`src/pkg/redriver_pkg.sv`:
```
// Shared constants for the USB 2.0 redriver configuration and mode control.
// Assumes a single 125 MHz clock; all pin inputs are synchronous to it.
package redriver_pkg;

  // Clock rate and derived timing
  localparam int CLK_MHZ      = 125;
  localparam int DIS_MIN_US   = 20;    // Least low time of the disable pin, in us
  localparam int DIS_MIN_CYC  = DIS_MIN_US * CLK_MHZ;
  localparam int SAMPLE_NS    = 1000;  // Settle time before straps and bus lines are sampled
  localparam int SAMPLE_CYC   = (SAMPLE_NS * CLK_MHZ + 999) / 1000;
  localparam int CNT_W        = 12;

  // Target address on the configuration bus
  localparam logic [6:0] I2C_ADDR = 7'h2C;

  // Register offsets
  localparam logic [7:0] OFS_AC_GAIN = 8'h01;
  localparam logic [7:0] OFS_HOLD    = 8'h03;
  localparam logic [7:0] OFS_DC_GAIN = 8'h0E;

  // Field positions
  localparam int AC_LSB   = 4;
  localparam int DC_LSB   = 0;
  localparam int HOLD_BIT = 0;

  // Reset value of the hold bit
  localparam logic HOLD_RST = 1'b1;

  // Gain field encodings
  localparam logic [2:0] AC_LVL0 = 3'h0;
  localparam logic [2:0] AC_LVL1 = 3'h1;
  localparam logic [2:0] AC_LVL2 = 3'h3;
  localparam logic [2:0] AC_LVL3 = 3'h7;
  localparam logic [2:0] DC_40MV = 3'h3;
  localparam logic [2:0] DC_60MV = 3'h5;
  localparam logic [2:0] DC_80MV = 3'h7;

  // Three-level DC strap as delivered by the pin comparator
  localparam logic [1:0] DC_STRAP_LOW  = 2'h0;
  localparam logic [1:0] DC_STRAP_MID  = 2'h1;
  localparam logic [1:0] DC_STRAP_HIGH = 2'h2;

  // Conditioning state machine
  typedef enum logic [1:0] {ST_SAMPLE, ST_SHUT, ST_CONFIG, ST_RUN} cond_state_e;

endpackage

```
`src/design/i2c_target.sv`:
```
// Byte-wide configuration bus target with a register pointer.
// Assumes scl_i and sda_i are synchronous to mclk and far slower than it.
`timescale 1ns/1ps
module i2c_target
  import redriver_pkg::*;
(
  input  wire logic       mclk,
  input  wire logic       rst_n,
  input  wire logic       enable,
  input  wire logic       scl_i,
  input  wire logic       sda_i,
  output logic            sda_oe,
  output logic            wr_stb,
  output logic [7:0]      wr_data,
  output logic [7:0]      ptr,
  input  wire logic [7:0] rd_data
);

  typedef enum logic [2:0] {T_IDLE, T_ADDR, T_ADDR_ACK, T_WR, T_WR_ACK, T_RD, T_RD_ACK} tgt_e;

  tgt_e       st_reg;
  logic       scl_q;
  logic       sda_q;
  logic [7:0] sh_reg;
  logic [3:0] cnt_reg;
  logic       rw_reg;
  logic       first_reg;
  logic       mack_reg;

  // Line events from the previous sample
  wire start_ev = scl_i & scl_q & sda_q & ~sda_i;
  wire stop_ev  = scl_i & scl_q & ~sda_q & sda_i;
  wire rise_ev  = scl_i & ~scl_q;
  wire fall_ev  = ~scl_i & scl_q;

  assign wr_data = sh_reg;

  // Previous line levels
  always_ff @(posedge mclk or negedge rst_n) begin
    if (!rst_n) begin
      scl_q <= 1'b1;
      sda_q <= 1'b1;
    end else begin
      scl_q <= scl_i;
      sda_q <= sda_i;
    end
  end

  // Protocol sequencer; a start or stop always resynchronises, even mid-byte
  always_ff @(posedge mclk or negedge rst_n) begin
    if (!rst_n) begin
      st_reg    <= T_IDLE;
      sh_reg    <= 8'h00;
      cnt_reg   <= 4'h0;
      rw_reg    <= 1'b0;
      first_reg <= 1'b0;
      mack_reg  <= 1'b0;
      sda_oe    <= 1'b0;
      wr_stb    <= 1'b0;
      ptr       <= 8'h00;
    end else begin
      wr_stb <= 1'b0;
      if (!enable || stop_ev) begin
        st_reg <= T_IDLE;
        sda_oe <= 1'b0;
      end else if (start_ev) begin
        st_reg  <= T_ADDR;
        cnt_reg <= 4'h0;
        sda_oe  <= 1'b0;
      end else if (rise_ev) begin
        if (st_reg == T_ADDR || st_reg == T_WR) begin
          sh_reg  <= {sh_reg[6:0], sda_i};
          cnt_reg <= cnt_reg + 4'h1;
        end else if (st_reg == T_RD_ACK) begin
          mack_reg <= ~sda_i;
        end
      end else if (fall_ev) begin
        case (st_reg)
          T_ADDR: begin
            if (cnt_reg == 4'h8) begin
              if (sh_reg[7:1] == I2C_ADDR) begin
                st_reg <= T_ADDR_ACK;
                rw_reg <= sh_reg[0];
                sda_oe <= 1'b1;
              end else begin
                st_reg <= T_IDLE;
              end
            end
          end
          T_ADDR_ACK: begin
            cnt_reg <= 4'h0;
            if (rw_reg) begin
              st_reg <= T_RD;
              sh_reg <= rd_data;
              sda_oe <= ~rd_data[7];
            end else begin
              st_reg    <= T_WR;
              first_reg <= 1'b1;
              sda_oe    <= 1'b0;
            end
          end
          T_WR: begin
            if (cnt_reg == 4'h8) begin
              st_reg <= T_WR_ACK;
              sda_oe <= 1'b1;
              if (first_reg) begin
                ptr <= sh_reg;
              end else begin
                wr_stb <= 1'b1;
              end
            end
          end
          T_WR_ACK: begin
            st_reg  <= T_WR;
            sda_oe  <= 1'b0;
            cnt_reg <= 4'h0;
            if (!first_reg) begin
              ptr <= ptr + 8'h01; // Auto-increment after each data byte
            end
            first_reg <= 1'b0;
          end
          T_RD: begin
            if (cnt_reg == 4'h7) begin
              st_reg <= T_RD_ACK;
              sda_oe <= 1'b0;
              ptr    <= ptr + 8'h01;
            end else begin
              sh_reg  <= {sh_reg[6:0], 1'b0};
              sda_oe  <= ~sh_reg[6];
              cnt_reg <= cnt_reg + 4'h1;
            end
          end
          T_RD_ACK: begin
            cnt_reg <= 4'h0;
            if (mack_reg) begin
              st_reg <= T_RD;
              sh_reg <= rd_data;
              sda_oe <= ~rd_data[7];
            end else begin
              st_reg <= T_IDLE; // Host NACK ends the read
            end
          end
          default: st_reg <= T_IDLE;
        endcase
      end
    end
  end

endmodule

```
`src/design/usb_redriver_config_control.sv`:
```
// Configuration and mode control of a USB 2.0 high-speed redriver.
// Assumes speed detection, strap comparators and bus pins arrive synchronous to mclk.
`timescale 1ns/1ps
module usb_redriver_config_control
  import redriver_pkg::*;
(
  input  wire logic       mclk,
  input  wire logic       rst_n,
  input  wire logic       active_low_chip_disable,
  input  wire logic [1:0] ac_gain_strap,
  input  wire logic [1:0] dc_gain_strap,
  input  wire logic       speed_ls_det,
  input  wire logic       speed_fs_det,
  input  wire logic       speed_hs_det,
  input  wire logic       scl_i,
  input  wire logic       sda_i,
  output logic            sda_o,
  output logic            sda_oe,
  output logic            connection_detect_out,
  output logic            comp_enable,
  output logic [2:0]      comp_ac_level,
  output logic [2:0]      comp_dc_level,
  output logic            i2c_mode
);

  // AC strap level (0..3) to field code
  function automatic logic [2:0] ac_code(input logic [1:0] lvl);
    case (lvl)
      2'h0:    ac_code = AC_LVL0;
      2'h1:    ac_code = AC_LVL1;
      2'h2:    ac_code = AC_LVL2;
      default: ac_code = AC_LVL3;
    endcase
  endfunction

  // Three-level DC strap to field code; an undefined strap reads as mid
  function automatic logic [2:0] dc_code(input logic [1:0] lvl);
    case (lvl)
      DC_STRAP_LOW:  dc_code = DC_40MV;
      DC_STRAP_HIGH: dc_code = DC_80MV;
      default:       dc_code = DC_60MV;
    endcase
  endfunction

  cond_state_e      state_reg;
  logic [CNT_W-1:0] dis_cnt;
  logic [CNT_W-1:0] samp_cnt;
  logic [2:0]       ac_level_reg;
  logic [2:0]       dc_level_reg;
  logic             hold_reg;
  logic             bus_wr;
  logic [7:0]       bus_wdata;
  logic [7:0]       bus_ptr;
  logic [7:0]       rd_data;

  wire samp_done  = (samp_cnt == CNT_W'(SAMPLE_CYC - 1));
  wire dis_expire = (dis_cnt == CNT_W'(DIS_MIN_CYC - 1)) & ~active_low_chip_disable;
  wire lines_high = scl_i & sda_i;
  wire link_up    = speed_ls_det | speed_fs_det | speed_hs_det;

  // The pin is open drain, so only the enable ever changes
  assign sda_o = 1'b0;

  // Low-time filter on the disable pin; short glitches never reach shutdown
  always_ff @(posedge mclk or negedge rst_n) begin
    if (!rst_n) begin
      dis_cnt <= '0;
    end else if (active_low_chip_disable) begin
      dis_cnt <= '0;
    end else if (!dis_expire) begin
      dis_cnt <= dis_cnt + CNT_W'(1);
    end
  end

  // Settle counter after power-up or after the disable pin is released
  always_ff @(posedge mclk or negedge rst_n) begin
    if (!rst_n) begin
      samp_cnt <= '0;
    end else if (state_reg != ST_SAMPLE) begin
      samp_cnt <= '0;
    end else if (!samp_done) begin
      samp_cnt <= samp_cnt + CNT_W'(1);
    end
  end

  // Conditioning state machine
  always_ff @(posedge mclk or negedge rst_n) begin
    if (!rst_n) begin
      state_reg <= ST_SAMPLE;
    end else if (dis_expire) begin
      state_reg <= ST_SHUT;
    end else begin
      case (state_reg)
        ST_SHUT: begin
          if (active_low_chip_disable) begin
            state_reg <= ST_SAMPLE;
          end
        end
        ST_SAMPLE: begin
          if (samp_done) begin
            state_reg <= lines_high ? ST_CONFIG : ST_RUN;
          end
        end
        ST_CONFIG: begin
          if (!hold_reg) begin
            state_reg <= ST_RUN;
          end
        end
        ST_RUN: begin
          if (hold_reg) begin
            state_reg <= ST_CONFIG;
          end
        end
        default: state_reg <= ST_SAMPLE;
      endcase
    end
  end

  // Bus mode is decided once per release, from both lines sampled high
  always_ff @(posedge mclk or negedge rst_n) begin
    if (!rst_n) begin
      i2c_mode <= 1'b0;
    end else if (state_reg == ST_SAMPLE && samp_done) begin
      i2c_mode <= lines_high;
    end
  end

  // Gain fields: straps caught only at the end of the settle window, then bus-writable
  always_ff @(posedge mclk or negedge rst_n) begin
    if (!rst_n) begin
      ac_level_reg <= AC_LVL0;
      dc_level_reg <= DC_60MV;
    end else if (state_reg == ST_SAMPLE) begin
      if (samp_done) begin
        ac_level_reg <= ac_code(ac_gain_strap);
        dc_level_reg <= dc_code(dc_gain_strap);
      end
    end else if (bus_wr) begin
      if (bus_ptr == OFS_AC_GAIN) begin
        ac_level_reg <= bus_wdata[AC_LSB+:3];
      end
      if (bus_ptr == OFS_DC_GAIN) begin
        dc_level_reg <= bus_wdata[DC_LSB+:3];
      end
    end
  end

  // Hold bit: set on every release; only a bus write clears it in bus mode
  always_ff @(posedge mclk or negedge rst_n) begin
    if (!rst_n) begin
      hold_reg <= HOLD_RST;
    end else if (state_reg == ST_SHUT) begin
      hold_reg <= HOLD_RST;
    end else if (state_reg == ST_SAMPLE) begin
      hold_reg <= samp_done ? lines_high : HOLD_RST;
    end else if (bus_wr && bus_ptr == OFS_HOLD) begin
      hold_reg <= bus_wdata[HOLD_BIT];
    end
  end

  // Applied gains track the fields while stopped and freeze once running.
  // Strap mode enters RUN on the very edge that latches the straps, so the
  // strap codes are passed straight through there, or stale gains would freeze.
  always_ff @(posedge mclk or negedge rst_n) begin
    if (!rst_n) begin
      comp_ac_level <= AC_LVL0;
      comp_dc_level <= DC_60MV;
    end else if (state_reg == ST_SAMPLE && samp_done) begin
      comp_ac_level <= ac_code(ac_gain_strap);
      comp_dc_level <= dc_code(dc_gain_strap);
    end else if (state_reg != ST_RUN) begin
      comp_ac_level <= ac_level_reg;
      comp_dc_level <= dc_level_reg;
    end
  end

  // Link status outputs; nothing reported outside normal running
  always_ff @(posedge mclk or negedge rst_n) begin
    if (!rst_n) begin
      connection_detect_out <= 1'b0;
      comp_enable           <= 1'b0;
    end else begin
      connection_detect_out <= (state_reg == ST_RUN) & link_up;
      comp_enable           <= (state_reg == ST_RUN) & speed_hs_det;
    end
  end

  // Read mux; reserved fields and unmapped offsets read zero
  always_comb begin
    rd_data = 8'h00;
    case (bus_ptr)
      OFS_AC_GAIN: rd_data[AC_LSB+:3] = ac_level_reg;
      OFS_HOLD:    rd_data[HOLD_BIT]  = hold_reg;
      OFS_DC_GAIN: rd_data[DC_LSB+:3] = dc_level_reg;
      default:     rd_data = 8'h00;
    endcase
  end

  // Target runs only in bus mode and only after the settle window
  i2c_target u_target (
    .mclk    (mclk),
    .rst_n   (rst_n),
    .enable  (i2c_mode && state_reg != ST_SHUT && state_reg != ST_SAMPLE),
    .scl_i   (scl_i),
    .sda_i   (sda_i),
    .sda_oe  (sda_oe),
    .wr_stb  (bus_wr),
    .wr_data (bus_wdata),
    .ptr     (bus_ptr),
    .rd_data (rd_data)
  );

  wire is_shut = (state_reg == ST_SHUT);
endmodule

```
`config.mk`:
```
export PLATFORM = sky130hd
export DESIGN_NAME = usb_redriver_config_control
export DESIGN_NICKNAME = d
export VERILOG_FILES = /design/src/pkg/redriver_pkg.sv /design/src/design/i2c_target.sv /design/src/design/usb_redriver_config_control.sv
export SDC_FILE = /design/constraint.sdc
export NUM_CORES = 1
export LEC_CHECK = 0
export BUFFER_PORTS_ARGS = -buffer_cell sky130_fd_sc_hd__buf_2
export CORE_UTILIZATION = 57
export CTS_BUF_LIST = sky130_fd_sc_hd__clkbuf_8
export DETAILED_ROUTE_END_ITERATION = 6
export HOLD_SLACK_MARGIN = 0.03
export PLACE_DENSITY = 0.82
export SLEW_MARGIN = 20
export SYNTH_ARGS = -nofsm -noshare
export SYNTH_HDL_FRONTEND = slang
export SYNTH_SLANG_ARGS = --single-unit
export TNS_END_PERCENT = 30
```
`constraint.sdc`:
```
create_clock -name mclk -period 4.55 [get_ports mclk]
set_input_delay 0.91 -clock mclk [delete_from_list [all_inputs] [get_ports mclk]]
set_output_delay 0.91 -clock mclk [all_outputs]
set_load 0.005 [all_outputs]
```
# Word level (Yosys, flattened, before mapping)
# Index checks and enable logic that the tools add are counted.
# totals
register_bits	72
out_inout_bits	11
word_cells	212
# op_classes
n_addsub	4
eq_ne	46
n_mux	81
bitwise	23
n_reduce_logical	36
# ops
op	count
$mux W8	10
$mux W3	22
$mux W12	4
$pmux W8 S3	2
$add A12 B1 Y12 const B	2
$mux W1	23
$mux W4	5
$pmux W3 S6	1
$ne A4 B2 Y1 const B	4
$reduce_and A5 Y1	3
$mux W2	7
$ne A2 B2 Y1 const B	7
$reduce_and A7 Y1	2
$reduce_bool A2 Y1	7
$eq A12 B12 Y1 const B	1
$eq A12 B7 Y1 const B	1
$ne A3 B3 Y1 const B	4
$reduce_bool A3 Y1	4
$and A1 B1 Y1	11
$not A1 Y1	10
$eq A3 B3 Y1 const B	3
$ne A3 B2 Y1 const B	3
$pmux W3 S3	1
$reduce_and A9 Y1	1
32 further kinds	52

# Longest topological paths before layout
# depth
depth_word	8
mapped_depth	8
ltp_nobuf	7

# Cells and area by module
# A second synthesis with hierarchy kept.
# unflattened
cells_unflattened	436
hier_area_um2	4230.3
# modules_own_cells
mod	instances	cells_each	area_each_um2
usb_redriver_config_control	1	226	2278.4
i2c_target	1	210	1951.9

# Least setup slack after synthesis
# OpenSTA, ideal clock, no wires.
# synth_path
kind	input port to flip-flop
start	input scl_i
end	register u_target.sh_reg[1], in the netlist u_target.wr_data[1]
t_arrival_ns	2.329
required_time_ns	4.425
path_slack_ns	2.096
path_stages	6
n_path_buf	1
cell_sequence	ha_1 -> clkbuf_1 -> a21oi_2 -> o311ai_2 -> a31oi_4 -> mux2_4
# synth_between
elab_chain_len	6
elab_cells_between_ends	19
# synth_rtl
element	line_no	rtl
from (decl)	usb_redriver_config_control.sv:15	input wire logic scl_i,
$and A1 B1 Y1	i2c_target.sv:31, i2c_target.sv:32	
$and A1 B1 Y1 (2 in series)	i2c_target.sv:32	wire stop_ev = scl_i & scl_q & ~sda_q & sda_i;
$logic_or A1 B1 Y1	i2c_target.sv:63	if (!enable || stop_ev) begin
$not A1 Y1 (no line)	n/a	
$reduce_and A8 Y1 (no line)	n/a	
to (signal assigned)	i2c_target.sv:72	sh_reg <= {sh_reg[6:0], sda_i};
to (signal assigned)	i2c_target.sv:94	sh_reg <= rd_data;
to (signal assigned)	i2c_target.sv:128	sh_reg <= {sh_reg[6:0], 1'b0};
to (decl)	i2c_target.sv:24	logic [7:0] sh_reg;
# Several ways; a longest one is shown, not always the timed one.
# A chain may end at the register's enable or synchronous reset.

# Final worst setup path
# layout_path
start	register u_target.st_reg[1]
end	register u_target.ptr[3]
# layout_between
elab_chain_len	3
elab_cells_between_ends	10
# layout_rtl
element	line_no	rtl
from (decl)	i2c_target.sv:21	tgt_e st_reg;
from (signal assigned)	i2c_target.sv:52	st_reg <= T_IDLE;
from (signal assigned)	i2c_target.sv:64	st_reg <= T_IDLE;
from (signal assigned)	i2c_target.sv:67	st_reg <= T_ADDR;
$eq A3 B2 Y1 / $eq A3 B3 Y1 (equally long branches)	i2c_target.sv:78	case (st_reg)
$ne A2 B1 Y1 (no line), or another cell as far along	n/a	
$reduce_and A9 Y1 (no line)	n/a	
to (signal assigned)	i2c_target.sv:107	ptr <= sh_reg;
to (signal assigned)	i2c_target.sv:118	ptr <= ptr + 8'h01;
to (signal assigned)	i2c_target.sv:126	ptr <= ptr + 8'h01;
to (decl)	i2c_target.sv:15	output logic [7:0] ptr,
# Several ways; a longest one is shown, not always the timed one.

==> summary.md <==
| Metric | Value |
|---|---|
| Yosys top cell area share | `0.396` |
| Tcrit/Tclk final | `0.607` |
| Fin. Hold Viols | `0` |
| Startpoint Class | `flop` |
| Critical path class | `reg -> reg` |
| Count of pins over their slew limit | `0` |
| Vias in the first global route | `3003` |
| RSZ-0062 raised after global routing | `no` |
| DRC | `0` |
| CP Cell Sequence | `and2b_1 > a311o_1 > nor3_4 > o21ai_0 > a22o_1` |
| CP Capture Type | `flop` |
| Internal | `1.12 mW` |
| Hold Path Depth | `2` |
| Clock-pin slew on the worst setup and hold paths | `80 ps` |
| Core footprint | `6870 µm²` |
| Final Skew | `5.32 ps` |
| Final Critical Period | `2760 ps` |
| Asr flop ratio synth | `1.00` |
| Power share of the sequential group | `0.498` |
| Register area share after synthesis | `0.441` |
| Utilization of the core after routing | `0.649` |
| Fin Setup TNS | `0 ps` |
| Worst path required time | `roughly 4800 ps` |
| Count of cell types in the netlist | `68` |
| Clk_lat worst skew | `340 ps` |
| Die footprint | `7550 µm²` |
| Cell family with the largest share of critical-path delay | `simple AND/OR/NAND/NOR gates` |
| NetSw | `between 0.5 and 0.6 mW` |
| Relative slew slack | `0.422` |
| Fmax | `0.362 GHz` |
| Number of synthesized flops with an enable pin | `0` |
| Drt first pass iters | `4` |
| Layout cells sized above 1 | `0.178` |
| Final wirelength | `approximately 8400 µm` |
| Ports | `23` |
| Die Wd | `86.9 µm` |
| First-pass GRT wire length | `13900 µm` |
| Wire per inst | `15.6 µm` |
| Yosys reg bits | `72` |
| Cells after synthesis | `420` |
| Crit path DAT | `2990 ps` |
| Number of setup violations in the final report | `0` |
| Max IR drop VDD | `0.315 mV` |
| Fin nets | `461` |
| CTS tree | `done` |
| Top cells by area, synth | `dfrtp_1, nand2_1, dfstp_2` |
| Reg-to-Reg Start | `u_target.st_reg[1]` |
| Area Growth Syn to Fin | `8.59%` |
| Synth top cells by count | `dfrtp_1, nand2_1, nor2_1` |
| Initial Util | `0.598` |
| Pwr/cell area | `around 370 nW/µm²` |
| Initial antenna violation count | `0` |
| Primary FF master, synth | `dfrtp_1` |
| Min-delay src | `comp_dc_level[0]` |
| Mean post-synth cell area | `9.78 µm²` |
| Post-Syn Area | `between 4000 and 5000 µm²` |
| Diode count | `0` |
| Max Cap Viol | `0` |
| Power share of the combinational group | `0.195` |
| Post-CTS Hold Buffers | `0` |
| Root Driver | `clkbuf_8` |
| Min-Delay Endpoint | `comp_dc_level[0]` |
| Reg-to-Reg End | `u_target.ptr[3]` |
| Syn Nets | `443` |
| GR Util All Layers | `0.236` |
| GPL Wtd Cong | `0.848` |
| Most common cell in the synthesized netlist | `dfrtp_1` |
| Post-CTS Setup Inserts | `0` |
| Die H | `86.9 µm` |
| Routed vias/inst | `between 5 and 6` |
| Worst reg2reg path depth | `5` |
| Hpwl dp | `5880 µm` |
| Clock network fraction of design power | `0.307` |
| LEAKAGE | `~2 nW` |
| Clock Sinks | `72` |
| Top flop regs | `dis_cnt: 12 flops, samp_cnt: 12 flops` |
| Worst hold path class | `reg -> reg` |
| Vias | `~3.2k` |
| Status | `completed` |
| Largest net degree at the start of global routing | `40` |
| Port bufs | `21` |
| CTS Buffer Depth | `2` |
| Number of buffers and inverters on the critical path | `0` |
| Sw Share | `0.320` |
| Worst Path Max Fanout | `22` |
| Synth Warn # | `0` |
| Post-synth top area cell | `dfrtp_1` |
| Std-Cell Rows | `30` |
| Tightest Pin Transition | `867 ps` |
| Final antenna-violating net count | `0` |
| Worst path slowest cell | `nor3_4` |
| Total chip power | `1.64 mW` |
| Iter 0 DRT Violations | `210` |
| Htree depth | `3` |
| Max incr delay on CP | `630 ps` |
| R2R setup slack | `1790 ps` |
| Total grt overflow | `0` |
| Post_cts resized | `0` |
| CTS Buf Count | `9` |
==> power groups by stage <==
stage / sequential, mW / combinational (mW) / clock (mW)
floorplan: 0.798 / 0.246 / 0
global placement: 0.823 / 0.303 / 0
detailed placement: 0.829 / 0.318 / 0
CTS: 0.816 / 0.321 / 0.511
global route: 0.831 / 0.358 / 0.540
finish: 0.819 / 0.320 / 0.505
==> cell families (layout without fill, tap and decap cells) <==
kind of cell	count (synthesis)	after routing	share of synthesized area
muxes	22	22	0.0627
buffers and inverters	30	53	0.0320
and+or+nand+nor	178	178	0.228
adders and majority gates	11	11	0.0335
AOI/OAI and AO/OA	85	85	0.158
other	1	1	0.000913
xor gates and xnor gates	21	21	0.0448
DFF	72	72	0.441
==> final cells by class <==
class | instances | area [µm²]
Fill cell | 559 | 2410
Multi-Input combinational cell | 318 | 2170
Timing Repair Buffer | 22 | 113
Tap cell | 96 | 120
Clock inverter | 7 | 71.3
Inverter | 15 | 56.3
Sequential cell | 72 | 1810
Clock buffer | 9 | 124
==> cells in the final DEF (no fill, tap or decap), types with 4 or more instances in the layout <==
cell type / Yosys / final
mux2_4: 5 / 5
ha_1: 11 / 11
a22o_1: 6 / 6
a21oi_2: 5 / 5
mux2i_1: 7 / 7
nand2b_1: 5 / 5
nor4b_1: 4 / 4
xor2_1: 15 / 15
nor2b_1: 8 / 8
nand2_1: 50 / 50
clkbuf_8: 0 / 9
inv_1: 15 / 16
o21ai_0: 20 / 20
dfrtp_1: 65 / 65
xnor2_1: 6 / 6
a21oi_1: 15 / 15
and3_1: 9 / 9
nand3b_1: 6 / 6
nor2_1: 44 / 44
nor3_1: 6 / 6
dfstp_2: 7 / 7
mux2_2: 7 / 7
nand4_1: 4 / 4
buf_2: 6 / 21
nand3_1: 23 / 23
==> worst register-to-register path, stage by stage, from the launching register on <==
cell	delay (ps)
dfrtp_1	560
and2b_1	500
a311o_1	560
nor3_4	630
o21ai_0	200
a22o_1	210
==> stage by stage <==
step,worst slack (ps),hold WS (ps),instance area (µm²),instances
4_1_cts,1830,518,4460,539
2_1_floorplan,2100,446,4110,420
5_1_grt,1640,528,4460,539
3_5_place_dp,1570,504,4270,523
3_3_place_gp,1660,499,4270,523
6_report,1790,527,4460,539
==> worst max path at each step <==
stage / from / to / slack, ps / cells after the start
floorplan: scl_i / u_target.wr_data[1] / 2100 / 6
global placement: scl_i / u_target.ptr[3] / 1660 / 6
detailed placement: scl_i / u_target.ptr[3] / 1570 / 6
CTS: u_target.st_reg[2] / u_target.ptr[3] / 1830 / 5
global route: u_target.st_reg[1] / u_target.ptr[3] / 1640 / 5
finish: u_target.st_reg[1] / u_target.ptr[3] / 1790 / 5
==> layer usage <==
metal	up-vias	track usage	routed length (µm)
met2	100	0.377	3980
met4	0	0.0985	151
met5	-	0	0
met3	14	0.0313	383
li1	1523	-	-
met1	1556	0.326	3860
No activity file was read; power rests on OpenSTA's default activity.
